[config.mk]
export PLATFORM = sky130hd
export DESIGN_NAME = hfq_host_flat
export DESIGN_NICKNAME = d
export VERILOG_FILES = /design/src/rtl/hfq_pkg.sv /design/src/rtl/hfq_link_if.sv /design/src/rtl/hfq_host.sv /design/src/flat_wrapper.sv
export VERILOG_INCLUDE_DIRS = /design/src /design/src/rtl
export SDC_FILE = /design/constraint.sdc
export NUM_CORES = 1
export LEC_CHECK = 0
export BUFFER_PORTS_ARGS = -buffer_cell sky130_fd_sc_hd__buf_2
export CORE_MARGIN = 1.5
export CORE_UTILIZATION = 40
export CTS_CLUSTER_DIAMETER = 120
export DETAILED_ROUTE_END_ITERATION = 10
export PLACE_DENSITY = 0.83
export SLEW_MARGIN = 20
export SYNTH_ARGS = -nofsm -noshare
export SYNTH_HDL_FRONTEND = slang
export SYNTH_SLANG_ARGS = --single-unit
export TNS_END_PERCENT = 1
[constraint.sdc]
create_clock -name mclk -period 2.2 [get_ports mclk]
set_input_delay 0.33 -clock mclk [delete_from_list [all_inputs] [get_ports mclk]]
set_output_delay 0.33 -clock mclk [all_outputs]
set_load 0.005 [all_outputs]
[src/rtl/hfq_defs.svh]
`ifndef HFQ_DEFS_SVH
`define HFQ_DEFS_SVH
// ----------------------------------------
// device register offsets
// ----------------------------------------
`define HFQ_OFF_RXHS 8'h7C
`define HFQ_OFF_FRAME_BYTE_SIZE 8'h7E
`define HFQ_OFF_TXQC 8'h80
`define HFQ_OFF_RXQC 8'h82
`define HFQ_OFF_ISR 8'h92
`define HFQ_OFF_TXNS 8'h9E
`define HFQ_OFF_RXFC 8'h9C
`define HFQ_OFF_TXMA 8'h78
// ----------------------------------------
// field positions
// ----------------------------------------
`define HFQ_HS_CRC 0
`define HFQ_HS_RUNT 1
`define HFQ_BC_MASK 16'h0FFF
`define HFQ_TX_MAN 0
`define HFQ_TX_MON 1
`define HFQ_TX_AUTO 2
`define HFQ_TX_MASK 16'h0007
`define HFQ_RQ_FRM 10
`define HFQ_RQ_BYTE 11
`define HFQ_RQ_DUR 12
`define HFQ_RQ_WMASK 16'h03FF
`define HFQ_IS_TXSP 6
`define HFQ_IS_RX 13
// ----------------------------------------
// host controller axi registers
// ----------------------------------------
`define HFQ_A_CMD 4'h0
`define HFQ_A_ADDR 4'h1
`define HFQ_A_WDATA 4'h2
`define HFQ_A_RDATA 4'h3
`define HFQ_A_STAT 4'h4
`define HFQ_A_CLR 4'h5
`define HFQ_A_EN 4'h6
`define HFQ_CMD_WR 0
`define HFQ_CMD_RD 1
`define HFQ_OKAY 2'b00
`define HFQ_SLVERR 2'b10
`define HFQ_ZERO16 16'h0000
`define HFQ_ZERO32 32'h0000_0000
`endif

[src/rtl/hfq_pkg.sv]
package hfq_pkg;
  typedef enum logic [2:0] {
    HFQ_IDLE = 3'b001,
    HFQ_REQ = 3'b010,
    HFQ_DONE = 3'b100
  } hfq_hst_e;
  typedef logic [15:0] hfq_word_t;
endpackage

[src/rtl/hfq_link_if.sv]
`timescale 1ns/1ps
interface hfq_link_if;
  logic req;
  logic wr;
  logic [7:0] addr;
  logic [15:0] wdata;
  logic ack;
  logic [15:0] rdata;
  modport dev (input req, input wr, input addr, input wdata, output ack, output rdata);
  modport host (output req, output wr, output addr, output wdata, input ack, input rdata);
endinterface // hfq_link_if

[src/rtl/hfq_host.sv]
// Register access over AXI4-Lite was decided locally.
`timescale 1ns/1ps
`include "hfq_defs.svh"
module hfq_host (
  input wire logic mclk,
  input wire logic reset_n,
  hfq_link_if.host link,
  input wire logic [31:0] s_axi_awaddr,
  input wire logic s_axi_awvalid,
  output logic s_axi_awready,
  input wire logic [31:0] s_axi_wdata,
  input wire logic [3:0] s_axi_wstrb,
  input wire logic s_axi_wvalid,
  output logic s_axi_wready,
  output logic [1:0] s_axi_bresp,
  output logic s_axi_bvalid,
  input wire logic s_axi_bready,
  input wire logic [31:0] s_axi_araddr,
  input wire logic s_axi_arvalid,
  output logic s_axi_arready,
  output logic [31:0] s_axi_rdata,
  output logic [1:0] s_axi_rresp,
  output logic s_axi_rvalid,
  input wire logic s_axi_rready,
  output logic irq
);
  function automatic logic [3:0] wordIdx(input logic [31:0] a);
    wordIdx = a[5:2];
  endfunction
  hfq_pkg::hfq_hst_e st, next_st;
  logic [7:0] devAddr, next_devAddr;
  logic [15:0] devWdata, next_devWdata, devRdata, next_devRdata;
  logic cmdWr, next_cmdWr;
  logic [1:0] stat, next_stat, en, next_en;
  logic req, next_req, wr, next_wr;
  logic awHeld, next_awHeld, wHeld, next_wHeld;
  logic [31:0] awA, next_awA, wD, next_wD;
  logic awr, next_awr, wrd, next_wrd, bv, next_bv, arr, next_arr, rv, next_rv;
  logic [1:0] br, next_br, rr, next_rr;
  logic [31:0] rd, next_rd;
  logic next_irq, cmdGo;
  assign link.req = req;
  assign link.wr = wr;
  assign link.addr = devAddr;
  assign link.wdata = devWdata;
  assign s_axi_awready = awr;
  assign s_axi_wready = wrd;
  assign s_axi_bvalid = bv;
  assign s_axi_bresp = br;
  assign s_axi_arready = arr;
  assign s_axi_rvalid = rv;
  assign s_axi_rresp = rr;
  assign s_axi_rdata = rd;
  // ----------------------------------------
  // axi slave and device access sequencer
  // ----------------------------------------
  always_comb begin
    next_st = st;
    next_devAddr = devAddr;
    next_devWdata = devWdata;
    next_devRdata = devRdata;
    next_cmdWr = cmdWr;
    next_stat = stat;
    next_en = en;
    next_req = req;
    next_wr = wr;
    next_awHeld = awHeld;
    next_wHeld = wHeld;
    next_awA = awA;
    next_wD = wD;
    next_awr = 1'b0;
    next_wrd = 1'b0;
    next_bv = bv && !s_axi_bready;
    next_br = br;
    next_arr = 1'b0;
    next_rv = rv && !s_axi_rready;
    next_rr = rr;
    next_rd = rd;
    cmdGo = 1'b0;
    if (s_axi_awvalid && !awHeld && !awr && !bv) begin
      next_awr = 1'b1;
      next_awHeld = 1'b1;
      next_awA = s_axi_awaddr;
    end
    if (s_axi_wvalid && !wHeld && !wrd && !bv) begin
      next_wrd = 1'b1;
      next_wHeld = 1'b1;
      next_wD = s_axi_wdata;
    end
    if (awHeld && wHeld && !bv) begin
      next_awHeld = 1'b0;
      next_wHeld = 1'b0;
      next_bv = 1'b1;
      next_br = `HFQ_OKAY;
      case (wordIdx(awA))
        `HFQ_A_CMD: cmdGo = st == hfq_pkg::HFQ_IDLE;
        `HFQ_A_ADDR: next_devAddr = wD[7:0];
        `HFQ_A_WDATA: next_devWdata = wD[15:0];
        `HFQ_A_CLR: next_stat = stat & ~wD[1:0];
        `HFQ_A_EN: next_en = wD[1:0];
        default: next_br = `HFQ_SLVERR;
      endcase
      if (cmdGo) begin
        // host must not set manual enqueue with auto enqueue
        if (devAddr == `HFQ_OFF_TXQC && wD[`HFQ_CMD_WR] && devWdata[`HFQ_TX_AUTO])
          next_devWdata[`HFQ_TX_MAN] = 1'b0;
        next_cmdWr = wD[`HFQ_CMD_WR];
        next_st = hfq_pkg::HFQ_REQ;
        next_req = 1'b1;
        next_wr = wD[`HFQ_CMD_WR];
      end
    end
    if (s_axi_arvalid && !arr && !rv) begin
      next_arr = 1'b1;
      next_rv = 1'b1;
      next_rr = `HFQ_OKAY;
      case (wordIdx(s_axi_araddr))
        `HFQ_A_ADDR: next_rd = {24'h00_0000, devAddr};
        `HFQ_A_WDATA: next_rd = {16'h0000, devWdata};
        `HFQ_A_RDATA: next_rd = {16'h0000, devRdata};
        `HFQ_A_STAT: next_rd = {29'h0000_0000, st == hfq_pkg::HFQ_IDLE, stat};
        `HFQ_A_EN: next_rd = {30'h0000_0000, en};
        default: begin
          next_rd = `HFQ_ZERO32;
          next_rr = `HFQ_SLVERR;
        end
      endcase
    end
    case (st)
      hfq_pkg::HFQ_IDLE: ;
      hfq_pkg::HFQ_REQ: begin
        if (link.ack) begin
          next_req = 1'b0;
          if (!cmdWr)
            next_devRdata = link.rdata;
          next_st = hfq_pkg::HFQ_DONE;
        end
      end
      hfq_pkg::HFQ_DONE: begin
        // done event wins over a same-cycle clear
        next_stat[0] = 1'b1;
        if (!cmdWr && devAddr == `HFQ_OFF_RXHS && link.rdata[`HFQ_HS_CRC +: 2] != 2'b00)
          next_stat[1] = 1'b1;
        next_st = hfq_pkg::HFQ_IDLE;
      end
      default: next_st = hfq_pkg::HFQ_IDLE;
    endcase
    next_irq = |(next_stat & next_en);
  end
  always_ff @(posedge mclk) begin
    if (!reset_n) begin
      st <= hfq_pkg::HFQ_IDLE;
      devAddr <= 8'h00;
      devWdata <= `HFQ_ZERO16;
      devRdata <= `HFQ_ZERO16;
      cmdWr <= 1'b0;
      stat <= 2'b00;
      en <= 2'b00;
      req <= 1'b0;
      wr <= 1'b0;
      awHeld <= 1'b0;
      wHeld <= 1'b0;
      awA <= `HFQ_ZERO32;
      wD <= `HFQ_ZERO32;
      awr <= 1'b0;
      wrd <= 1'b0;
      bv <= 1'b0;
      br <= `HFQ_OKAY;
      arr <= 1'b0;
      rv <= 1'b0;
      rr <= `HFQ_OKAY;
      rd <= `HFQ_ZERO32;
      irq <= 1'b0;
    end else begin
      st <= next_st;
      devAddr <= next_devAddr;
      devWdata <= next_devWdata;
      devRdata <= next_devRdata;
      cmdWr <= next_cmdWr;
      stat <= next_stat;
      en <= next_en;
      req <= next_req;
      wr <= next_wr;
      awHeld <= next_awHeld;
      wHeld <= next_wHeld;
      awA <= next_awA;
      wD <= next_wD;
      awr <= next_awr;
      wrd <= next_wrd;
      bv <= next_bv;
      br <= next_br;
      arr <= next_arr;
      rv <= next_rv;
      rr <= next_rr;
      rd <= next_rd;
      irq <= next_irq;
    end
  end
endmodule // hfq_host

[src/flat_wrapper.sv]
// flat-port wrapper written by rule: the top's interface ports become plain ports
module hfq_host_flat 
  (mclk, reset_n, s_axi_awaddr, s_axi_awvalid, s_axi_awready, s_axi_wdata, s_axi_wstrb, s_axi_wvalid, s_axi_wready, s_axi_bresp, s_axi_bvalid, s_axi_bready, s_axi_araddr, s_axi_arvalid, s_axi_arready, s_axi_rdata, s_axi_rresp, s_axi_rvalid, s_axi_rready, irq, link_req, link_wr, link_addr, link_wdata, link_ack, link_rdata);
  hfq_link_if link_i ();
  input wire logic mclk;
  input wire logic reset_n;
  input wire logic [31:0] s_axi_awaddr;
  input wire logic s_axi_awvalid;
  output logic s_axi_awready;
  input wire logic [31:0] s_axi_wdata;
  input wire logic [3:0] s_axi_wstrb;
  input wire logic s_axi_wvalid;
  output logic s_axi_wready;
  output logic [1:0] s_axi_bresp;
  output logic s_axi_bvalid;
  input wire logic s_axi_bready;
  input wire logic [31:0] s_axi_araddr;
  input wire logic s_axi_arvalid;
  output logic s_axi_arready;
  output logic [31:0] s_axi_rdata;
  output logic [1:0] s_axi_rresp;
  output logic s_axi_rvalid;
  input wire logic s_axi_rready;
  output logic irq;
  output wire logic [$bits(link_i.req)-1:0] link_req;
  output wire logic [$bits(link_i.wr)-1:0] link_wr;
  output wire logic [$bits(link_i.addr)-1:0] link_addr;
  output wire logic [$bits(link_i.wdata)-1:0] link_wdata;
  input wire logic [$bits(link_i.ack)-1:0] link_ack;
  input wire logic [$bits(link_i.rdata)-1:0] link_rdata;
  assign link_req = link_i.req;
  assign link_wr = link_i.wr;
  assign link_addr = link_i.addr;
  assign link_wdata = link_i.wdata;
  assign link_i.ack = link_ack;
  assign link_i.rdata = link_rdata;
  hfq_host u_core (.mclk(mclk), .reset_n(reset_n), .link(link_i), .s_axi_awaddr(s_axi_awaddr), .s_axi_awvalid(s_axi_awvalid), .s_axi_awready(s_axi_awready), .s_axi_wdata(s_axi_wdata), .s_axi_wstrb(s_axi_wstrb), .s_axi_wvalid(s_axi_wvalid), .s_axi_wready(s_axi_wready), .s_axi_bresp(s_axi_bresp), .s_axi_bvalid(s_axi_bvalid), .s_axi_bready(s_axi_bready), .s_axi_araddr(s_axi_araddr), .s_axi_arvalid(s_axi_arvalid), .s_axi_arready(s_axi_arready), .s_axi_rdata(s_axi_rdata), .s_axi_rresp(s_axi_rresp), .s_axi_rvalid(s_axi_rvalid), .s_axi_rready(s_axi_rready), .irq(irq));
endmodule
==> Word level (Yosys, flattened, before mapping) <==
Index checks and enable logic that the tools add are counted.
{ "op_classes": {"eq_ne": 14, "n_mux": 27, "n_bitwise": 5, "n_reduce_logical": 36} }
{ "ops": {"columns": ["op", "count"], "rows": [
  ["one-hot mux 16 bit (5 select lines)", 1],
  ["equality test 4 x 3 -> 1 bit (second input constant)", 4],
  ["logical AND 1 bit", 16],
  ["two-way mux 1 bit", 15],
  ["two-way mux 2 bit", 7],
  ["equality test 4 x 2 -> 1 bit (second input constant)", 3],
  ["zero test 1 bit", 10],
  ["OR reduction 5 bit", 2],
  ["two-way mux 3 bit", 3],
  ["equality test 4 x 1 -> 1 bit (second input constant)", 2],
  ["equality test 8 x 7 -> 1 bit (second input constant)", 1],
  ["equality test 8 bit (second input constant)", 1],
  ["one-hot mux 3 bit (2 select lines)", 1],
  ["AND reduction 2 bit", 3],
  ["bitwise AND 2 bit", 2],
  ["zero test 4 bit", 1],
  ["OR reduction 2 bit", 2],
  ["equality test 3 x 1 -> 1 bit (second input constant)", 1],
  ["equality test 3 x 2 -> 1 bit (second input constant)", 1],
  ["equality test 3 bit (second input constant)", 1],
  ["AND reduction 3 bit", 1],
  ["NOT 1 bit", 2],
  ["NOT 2 bit", 1],
  ["nonzero test 2 bit", 1]
]} }
{ "word_totals": {"regBits": 115, "input_bits": 124, "output_inout_bits": 68, "elab_cells": 104} }

==> Logic depth before layout (Yosys ltp) <==
Gate-level depths: netlist (run 1).
{ "depth": {"depth_word": 8, "depth_mapped": 6, "depth_no_buf": 4} }

==> Least setup slack after synthesis (run 1) <==
No wires, ideal clock.
{ "synth_timing": {"kind": "flip-flop to flip-flop", "from": "register u_core.bv, in the netlist u_core.s_axi_bvalid", "to": "register u_core.devWdata[15], in the netlist u_core.link.wdata[15]", "setup_ns": 0.128, "arrival_ns": 1.529, "required_ns": 2.072, "setup_slack_ns": 0.544, "stages_incl_launch_ff": 7, "path_buffers": 2, "period_less_slack_ns": 1.656, "path_cell_list": "dfxtp_1 -> nand4bb_1 -> or4b_1 -> buf_4 -> buf_6 -> mux2i_1 -> nor2_1"} }
{ "synth_via": {"elab_chain_len": 3} }
{ "synth_rtl": {"columns": ["item", "line", "rtl"], "rows": [
  ["from (decl)", "hfq_host.sv:38", "logic awr, next_awr, wrd, next_wrd, bv, next_bv, arr, next_arr, rv, next_rv;"],
  ["from (signal assigned)", "hfq_host.sv:190", "bv <= next_bv;"],
  ["zero test 1 bit", "hfq_host.sv:90", "if (awHeld && wHeld && !bv) begin"],
  ["logical AND 1 bit", "hfq_host.sv:90", null],
  ["AND reduction 2 bit (no source line)", null, null],
  ["to (signal assigned)", "hfq_host.sv:154", "devWdata <= `HFQ_ZERO16;"],
  ["to (signal assigned)", "hfq_host.sv:177", "devWdata <= next_devWdata;"],
  ["to (decl)", "hfq_host.sv:32", "logic [15:0] devWdata, next_devWdata, devRdata, next_devRdata;"]
]} }
Every way passes these cells.
A chain may end at the register's enable or synchronous reset.

==> Worst setup path after layout (run 1) <==
{ "layout_timing": {"from": "register u_core.bv, in the netlist u_core.s_axi_bvalid", "to": "register u_core.devWdata[0], in the netlist u_core.link.wdata[0]"} }
{ "layout_via": {"elab_chain_len": 2} }
{ "layout_rtl": {"columns": ["item", "line"], "rows": [
  ["zero test 1 bit", "hfq_host.sv:90"],
  ["logical AND 1 bit", "hfq_host.sv:90"]
]} }
Every way passes these cells.

==> reports/summary.txt, run 1 <==
CP Cell Sequence = nand4bb_1 > or4b_1 > buf_4 > mux2i_1 > nor3_1
Core Area = 0.00937 mm^2
die height = 102 um
sequential-to-total area share from yosys stat = 48.7%
final antenna-violating net count = 0
Max H-tree Level = 3
worst reg2reg path startpoint = u_core.s_axi_bvalid
Worst setup SP type = flip-flop
worst-margin pin slew = 0.719 ns
period utilisation layout = 79.3%
Leak Pwr = 2.10 nW
Detailed Routing Iterations Pass 1 = 4
Post-CTS Resized = 0
routed via count = 3317
count of final setup violators = 0
RD Place Congestion = 0.840
Data arrival, critical path = 2.03 ns
final-report hold violation count = 0
placed cell area = 0.00444 mm^2
routed wire length = 9.94 mm
Worst-path clk slew = 0.09 ns
Clk Latency, worst-skew pair = 0.36 ns
post-synth top area cell = dfxtp_1
Vias/cell = 5.10
hold crit path type = in -> reg
asr flop ratio synth = 0%
slowest stage delay, CP = 0.47 ns
GRT overflow = 0
CTS buffer count = 9
worst hold stages = 3
CP max-delay cell = or4b_1
row cnt = 35
PD cells = 693 mW/mm^2
Design Power = 3.21 mW
IO Pins = 192
FF-to-FF path depth = 5
critical path class = reg -> reg
syn_area_per_cell = 9.19 um^2
initial drt markers = 140
drt wl/cell = 15.3 um
Post-Syn Area = 0.00390 mm^2
Max Freq = 573 MHz
largest cells by area after synthesis = dfxtp_1 49%, mux2i_1 9.7%, a21oi_1 5.4%, nand2_1 5.2%, nor2_1 5.1%
Synth Register Bits = 95
port bufs = 97
HPWL after detailed placement = 7.38 mm
unrepaired setup endpoints after global routing = false
Root Buffer = clkbuf_8
first-pass GRT wire length = 15.3 mm
post-CTS setup buffer count = 0
Max FO, Critical Path = 16
Critical Path End Type = flip-flop
top_reg_cell synth = dfxtp_1
hold endpoint = u_core.devRdata[9]
setup_tns = 0 ns
post-synth top area share = 48.7%
Mapped Cells = 425
vias in the first global route = 3068
Max Cap Violations = 0
reg2reg end = u_core.link.wdata[0]
cts hold-fix bufs = 0
Final Net Count = 640
share of cells above drive strength 1 = 25.7%
Netlist cell types = 44
commonest cells after routing, fill and taps aside = 97 x buf_2, 95 x dfxtp_1, 54 x nand2_1, 53 x nor2_1, 42 x a21oi_1
Synth-to-Final Area Change = 18.8%
outcome = complete, no violations
maximum VDD drop = 0.270 mV
# clock sinks = 95
Initial Utilization = 41.7%
CTS max path bufs = 2
worst reg-to-reg setup slack = 0.45 ns
commonest non-fill, non-tap cell in the layout = buf_2
final instance area = 0.00464 mm^2
Hold Startpoint = link_rdata[9]
skew final = 0.00713 ns
gr usage total = 19.2%
Die W = 102 um
Required @ worst endpoint = 2.48 ns
Die ar. = 0.0104 mm^2
largest net degree at the start of global routing = 55
number of diodes = 0
Slew Limit Headroom = 52.0%
Final Slew Violations = 0
Residual DRC = 0
fin crit period = 1.75 ns
YS warnings = 0
initial antenna violation count = 0
Post-synth EDFFs = 0
Fillers = 912
CTS tree = built
Yosys cell counts (3+ instances only):
| cell type | n |
|---|---|
| dfxtp_1 | 95 |
| nand2_1 | 54 |
| nor2_1 | 53 |
| a21oi_1 | 42 |
| mux2i_1 | 38 |
| buf_4 | 19 |
| o21ai_0 | 18 |
| clkbuf_1 | 15 |
| a22oi_1 | 8 |
| a2bb2oi_1 | 8 |
| a22o_1 | 7 |
| buf_2 | 5 |
| nand2b_1 | 5 |
| nor3b_1 | 4 |
| nor4b_2 | 4 |
| and2_1 | 3 |
| and4b_1 | 3 |
| inv_1 | 3 |
| mux2_2 | 3 |
| nand3_1 | 3 |
registers in the layout, indices dropped and copies added, names as in the netlist, 2 cells and up:
signal / cells
u_core.en: 2
u_core.link.wdata: 16
u_core.awA: 4
u_core.stat: 2
u_core.s_axi_rdata: 16
u_core.st: 3
u_core.link.addr: 8
u_core.devRdata: 16
u_core.wD: 16
metrics by stage:
step                      hold WS [ns]  std cells  worst slack [ns]  util [%]
after floorplan                  0.436        442             0.544         -
after global placement           0.428        634             0.496      47.4
after detailed placement         0.444        634             0.475      47.4
after CTS                        0.184        650             0.441      49.5
after global routing             0.194        650             0.348      49.5
final                            0.201        650             0.455      49.5
area by class of cell:
class                   count  area, um^2  share of cell area (%)
inverters                   4        15.0                   0.324
multi-input cells         302        1810                    39.1
clock buffers              10         138                    2.97
clock inverters             6        60.1                    1.29
well taps                 129         161                    3.48
flip-flops and latches     95        1900                    41.0
repair buffers            104         551                    11.9
worst max-delay path: cells and delay by family, from the launching register on:
family | cells | cell delay [ns]
flip-flops | 1 | 0.41
multiplexers | 1 | 0.15
AND/OR/NAND/NOR | 3 | 0.88
buffers and inverters | 1 | 0.24
kinds of logic after synthesis:
logic type | Yosys count | share of synthesized area [%]
other | 1 | 0.0961
AOI/OAI and AO/OA | 93 | 14.8
DFF | 95 | 48.7
muxes | 41 | 10.6
buffers and inverters | 45 | 6.51
and+or+nand+nor | 150 | 19.3
how the worst max path moves through the flow:
stage	cells after the start	to	start	slack [ns]
detailed placement	5	u_core.link.wdata[0]	u_core.s_axi_bvalid	0.47
global route	5	u_core.link.wdata[0]	u_core.s_axi_bvalid	0.35
global placement	5	u_core.link.wdata[0]	u_core.s_axi_bvalid	0.50
floorplan	6	u_core.link.wdata[15]	u_core.s_axi_bvalid	0.54
finish	5	u_core.link.wdata[0]	u_core.s_axi_bvalid	0.45
CTS	5	u_core.link.wdata[0]	u_core.s_axi_bvalid	0.44
metal layers:
| metal | global-route usage [%] | wire length (um) |
|---|---|---|
| met1 | 24.6 | 4560 |
| met2 | 31.8 | 4720 |
| met3 | 3.31 | 531 |
| met4 | 8.55 | 125 |
| met5 | 0 | 0 |
power by group:
group | internal, mW | switching [mW]
Combinational | 0.109 | 0.148
Clock | 0.551 | 0.597
Sequential | 1.76 | 0.0438
Power figures use the tool's default switching activity.
==> run 2: changes to the inputs <==
--- a/config.mk
+++ b/config.mk
@@ -6,12 +6,13 @@
 export SDC_FILE = /design/constraint.sdc
 export NUM_CORES = 1
 export LEC_CHECK = 0
+export ABC_AREA = 1
 export BUFFER_PORTS_ARGS = -buffer_cell sky130_fd_sc_hd__buf_2
 export CORE_MARGIN = 1.5
 export CORE_UTILIZATION = 40
 export CTS_CLUSTER_DIAMETER = 120
 export DETAILED_ROUTE_END_ITERATION = 10
-export PLACE_DENSITY = 0.83
+export PLACE_DENSITY = 0.86
 export SLEW_MARGIN = 20
 export SYNTH_ARGS = -nofsm -noshare
 export SYNTH_HDL_FRONTEND = slang
==> constraint.sdc (replaced) <==
create_clock -name mclk -period 1.5 [get_ports mclk]
set_input_delay 0.225 -clock mclk [delete_from_list [all_inputs] [get_ports mclk]]
set_output_delay 0.225 -clock mclk [all_outputs]
set_load 0.005 [all_outputs]
==> reports/summary.txt, run 2 <==
outcome = complete, no violations
Setup WS pre-CTS = 0.152 ns
Initial Utilization = 40.9%
Critical Path End Type = flip-flop
post-CTS setup buffer count = 0
Vias/cell = 4.81
post-synth top area cell = dfxtp_1
maximum VDD drop = 0.416 mV
# clock sinks = 95
row cnt = 36
Max Cap Violations = 0
share of cells above drive strength 1 = 22.7%
skew final = 0.00770 ns
Post-synth EDFFs = 0
cts hold-fix bufs = 0
number of diodes = 0
Core Area = 0.00968 mm^2
top_reg_cell synth = dfxtp_1
Mapped Cells = 537
CTS buffer count = 9
Min Hold Slack = 0.104 ns
Die W = 103 um
Design Power = 5.13 mW
largest net degree at the start of global routing = 45
setup_tns = 0 ns
CP max-delay cell = dfxtp_1
worst setup path endpoint = u_core.devRdata[7]
CP Depth = 5
Final Net Count = 759
Final WS setup = 0.121 ns
worst reg-to-reg setup slack = 0.12 ns
sequential-to-total area share from yosys stat = 48.0%
CP Cell Sequence = nor3_2 > nand2_1 > buf_4 > o21ai_0 > nor2_1
Final Slew Violations = 0
drt wl/cell = 12.6 um
commonest cells after routing, fill and taps aside = 97 x buf_2, 95 x dfxtp_1, 89 x nor2_1, 79 x nand2_1, 67 x o21ai_0
final-report hold violation count = 0
worst reg2reg path startpoint = u_core.st[2]
Netlist cell types = 28
asr flop ratio synth = 0%
Data arrival, critical path = 1.63 ns
Die ar. = 0.0105 mm^2
post-synth top area share = 48.0%
CTS max path bufs = 2
FF+latch area = 0.00190 mm^2
Max H-tree Level = 3
Residual DRC = 0
initial antenna violation count = 0
Fillers = 971
Worst-path clk slew = 0.10 ns
slowest stage delay, CP = 0.34 ns
Detailed Routing Iterations Pass 1 = 5
YS warnings = 0
Layout Utilization = 49.5%
Post-Syn Area = 0.00397 mm^2
critical path startpoint = u_core.st[2]
count of final setup violators = 0
hold crit path type = in -> reg
reg2reg end = u_core.devRdata[7]
placed cell area = 0.00455 mm^2
first-pass GRT wire length = 15.2 mm
fin crit period = 1.38 ns
Synth-to-Final Area Change = 21.0%
syn_area_per_cell = 7.38 um^2
Required @ worst endpoint = 1.75 ns
Top delay family on crit path = simple AND/OR/NAND/NOR gates
multi-input logic area = 0.00170 mm^2
Post-CTS Resized = 0
largest cells by area after synthesis = dfxtp_1 48%, nor2_1 8.5%, o21ai_0 8.5%, nand2_1 7.5%, a21oi_1 6.8%
RD Place Congestion = 0.873
routed via count = 3721
IO Pins = 192
GRT overflow = 0
most frequent cells after synthesis = 95 x dfxtp_1, 90 x nor2_1, 79 x nand2_1
period utilisation layout = 92.0%
CTS tree = built
commonest non-fill, non-tap cell in the layout = buf_2
FF-to-FF path depth = 5
final antenna-violating net count = 0
gr usage total = 18.6%
worst path bufs/invs = 1
routed wire length = 9.74 mm
unrepaired setup endpoints after global routing = true
vias in the first global route = 3246
top-count cell post-synth = dfxtp_1
Max Freq = 725 MHz
HPWL after detailed placement = 7.27 mm
Clk Latency, worst-skew pair = 0.36 ns
Root Buffer = clkbuf_8
critical path class = reg -> reg
Post-Layout Cell Count = 773
initial drt markers = 209
PD cells = 1070 mW/mm^2
# placed instances = 757
Synth Register Bits = 95
Max FO, Critical Path = 21
Leak Pwr = 2.12 nW
die height = 103 um
Worst setup SP type = flip-flop
port bufs = 97
final instance area = 0.00480 mm^2
## run 2: area by class of cell
cell class / instances / share of cell area (%)
clock inverter: 6 / 2.03
tap: 133 / 3.47
clock buffer: 10 / 2.87
multi-input combinational: 366 / 35.5
inverter: 54 / 4.22
timing repair buffer: 109 / 12.3
sequential: 95 / 39.6
## run 2: worst min path at each step
stage | start | endpoint | slack (ns) | cells after the start
2_1_floorplan | s_axi_bready | u_core.s_axi_bvalid | 0.39 | 3
3_3_place_gp | u_core.devRdata[8] | u_core.devRdata[8] | 0.44 | 2
3_5_place_dp | u_core.devRdata[13] | u_core.devRdata[13] | 0.44 | 2
4_1_cts | s_axi_rready | u_core.s_axi_rvalid | 0.09 | 4
5_1_grt | s_axi_rready | u_core.s_axi_rvalid | 0.11 | 4
6_report | s_axi_bready | u_core.s_axi_bvalid | 0.10 | 4
## run 2: cell families (layout without fill, tap and decap cells)
family | Yosys count | count (layout) | share of synthesized area [%]
DFF | 95 | 95 | 48.0
and+or+nand+nor | 212 | 212 | 23.1
AOI/OAI and AO/OA | 136 | 136 | 17.9
buffers and inverters | 93 | 179 | 10.9
other | 1 | 18 | 0.0946
## run 2: where the power goes
part           switching (mW)  internal (mW)
Combinational           0.322          0.181
Sequential             0.0630           2.61
Clock                   0.940           1.01
Total                    1.32           3.81
## run 2: worst register-to-register path: cells and delay by family (launching register included)
family	cells	cell delay, ns
AND/OR/NAND/NOR	3	0.49
flip-flops	1	0.34
buffers and inverters	1	0.24
AO/OA/AOI/OAI	1	0.20
## run 2: metal layers
layer  global-route usage [%]  share of wire [%]  vias up
met4                     6.64                2.3        0
met5                        0                  0        -
met2                     28.9                 45      116
met3                     4.47                6.2       22
li1                         -                  -     1904
met1                     25.2                 46     1679
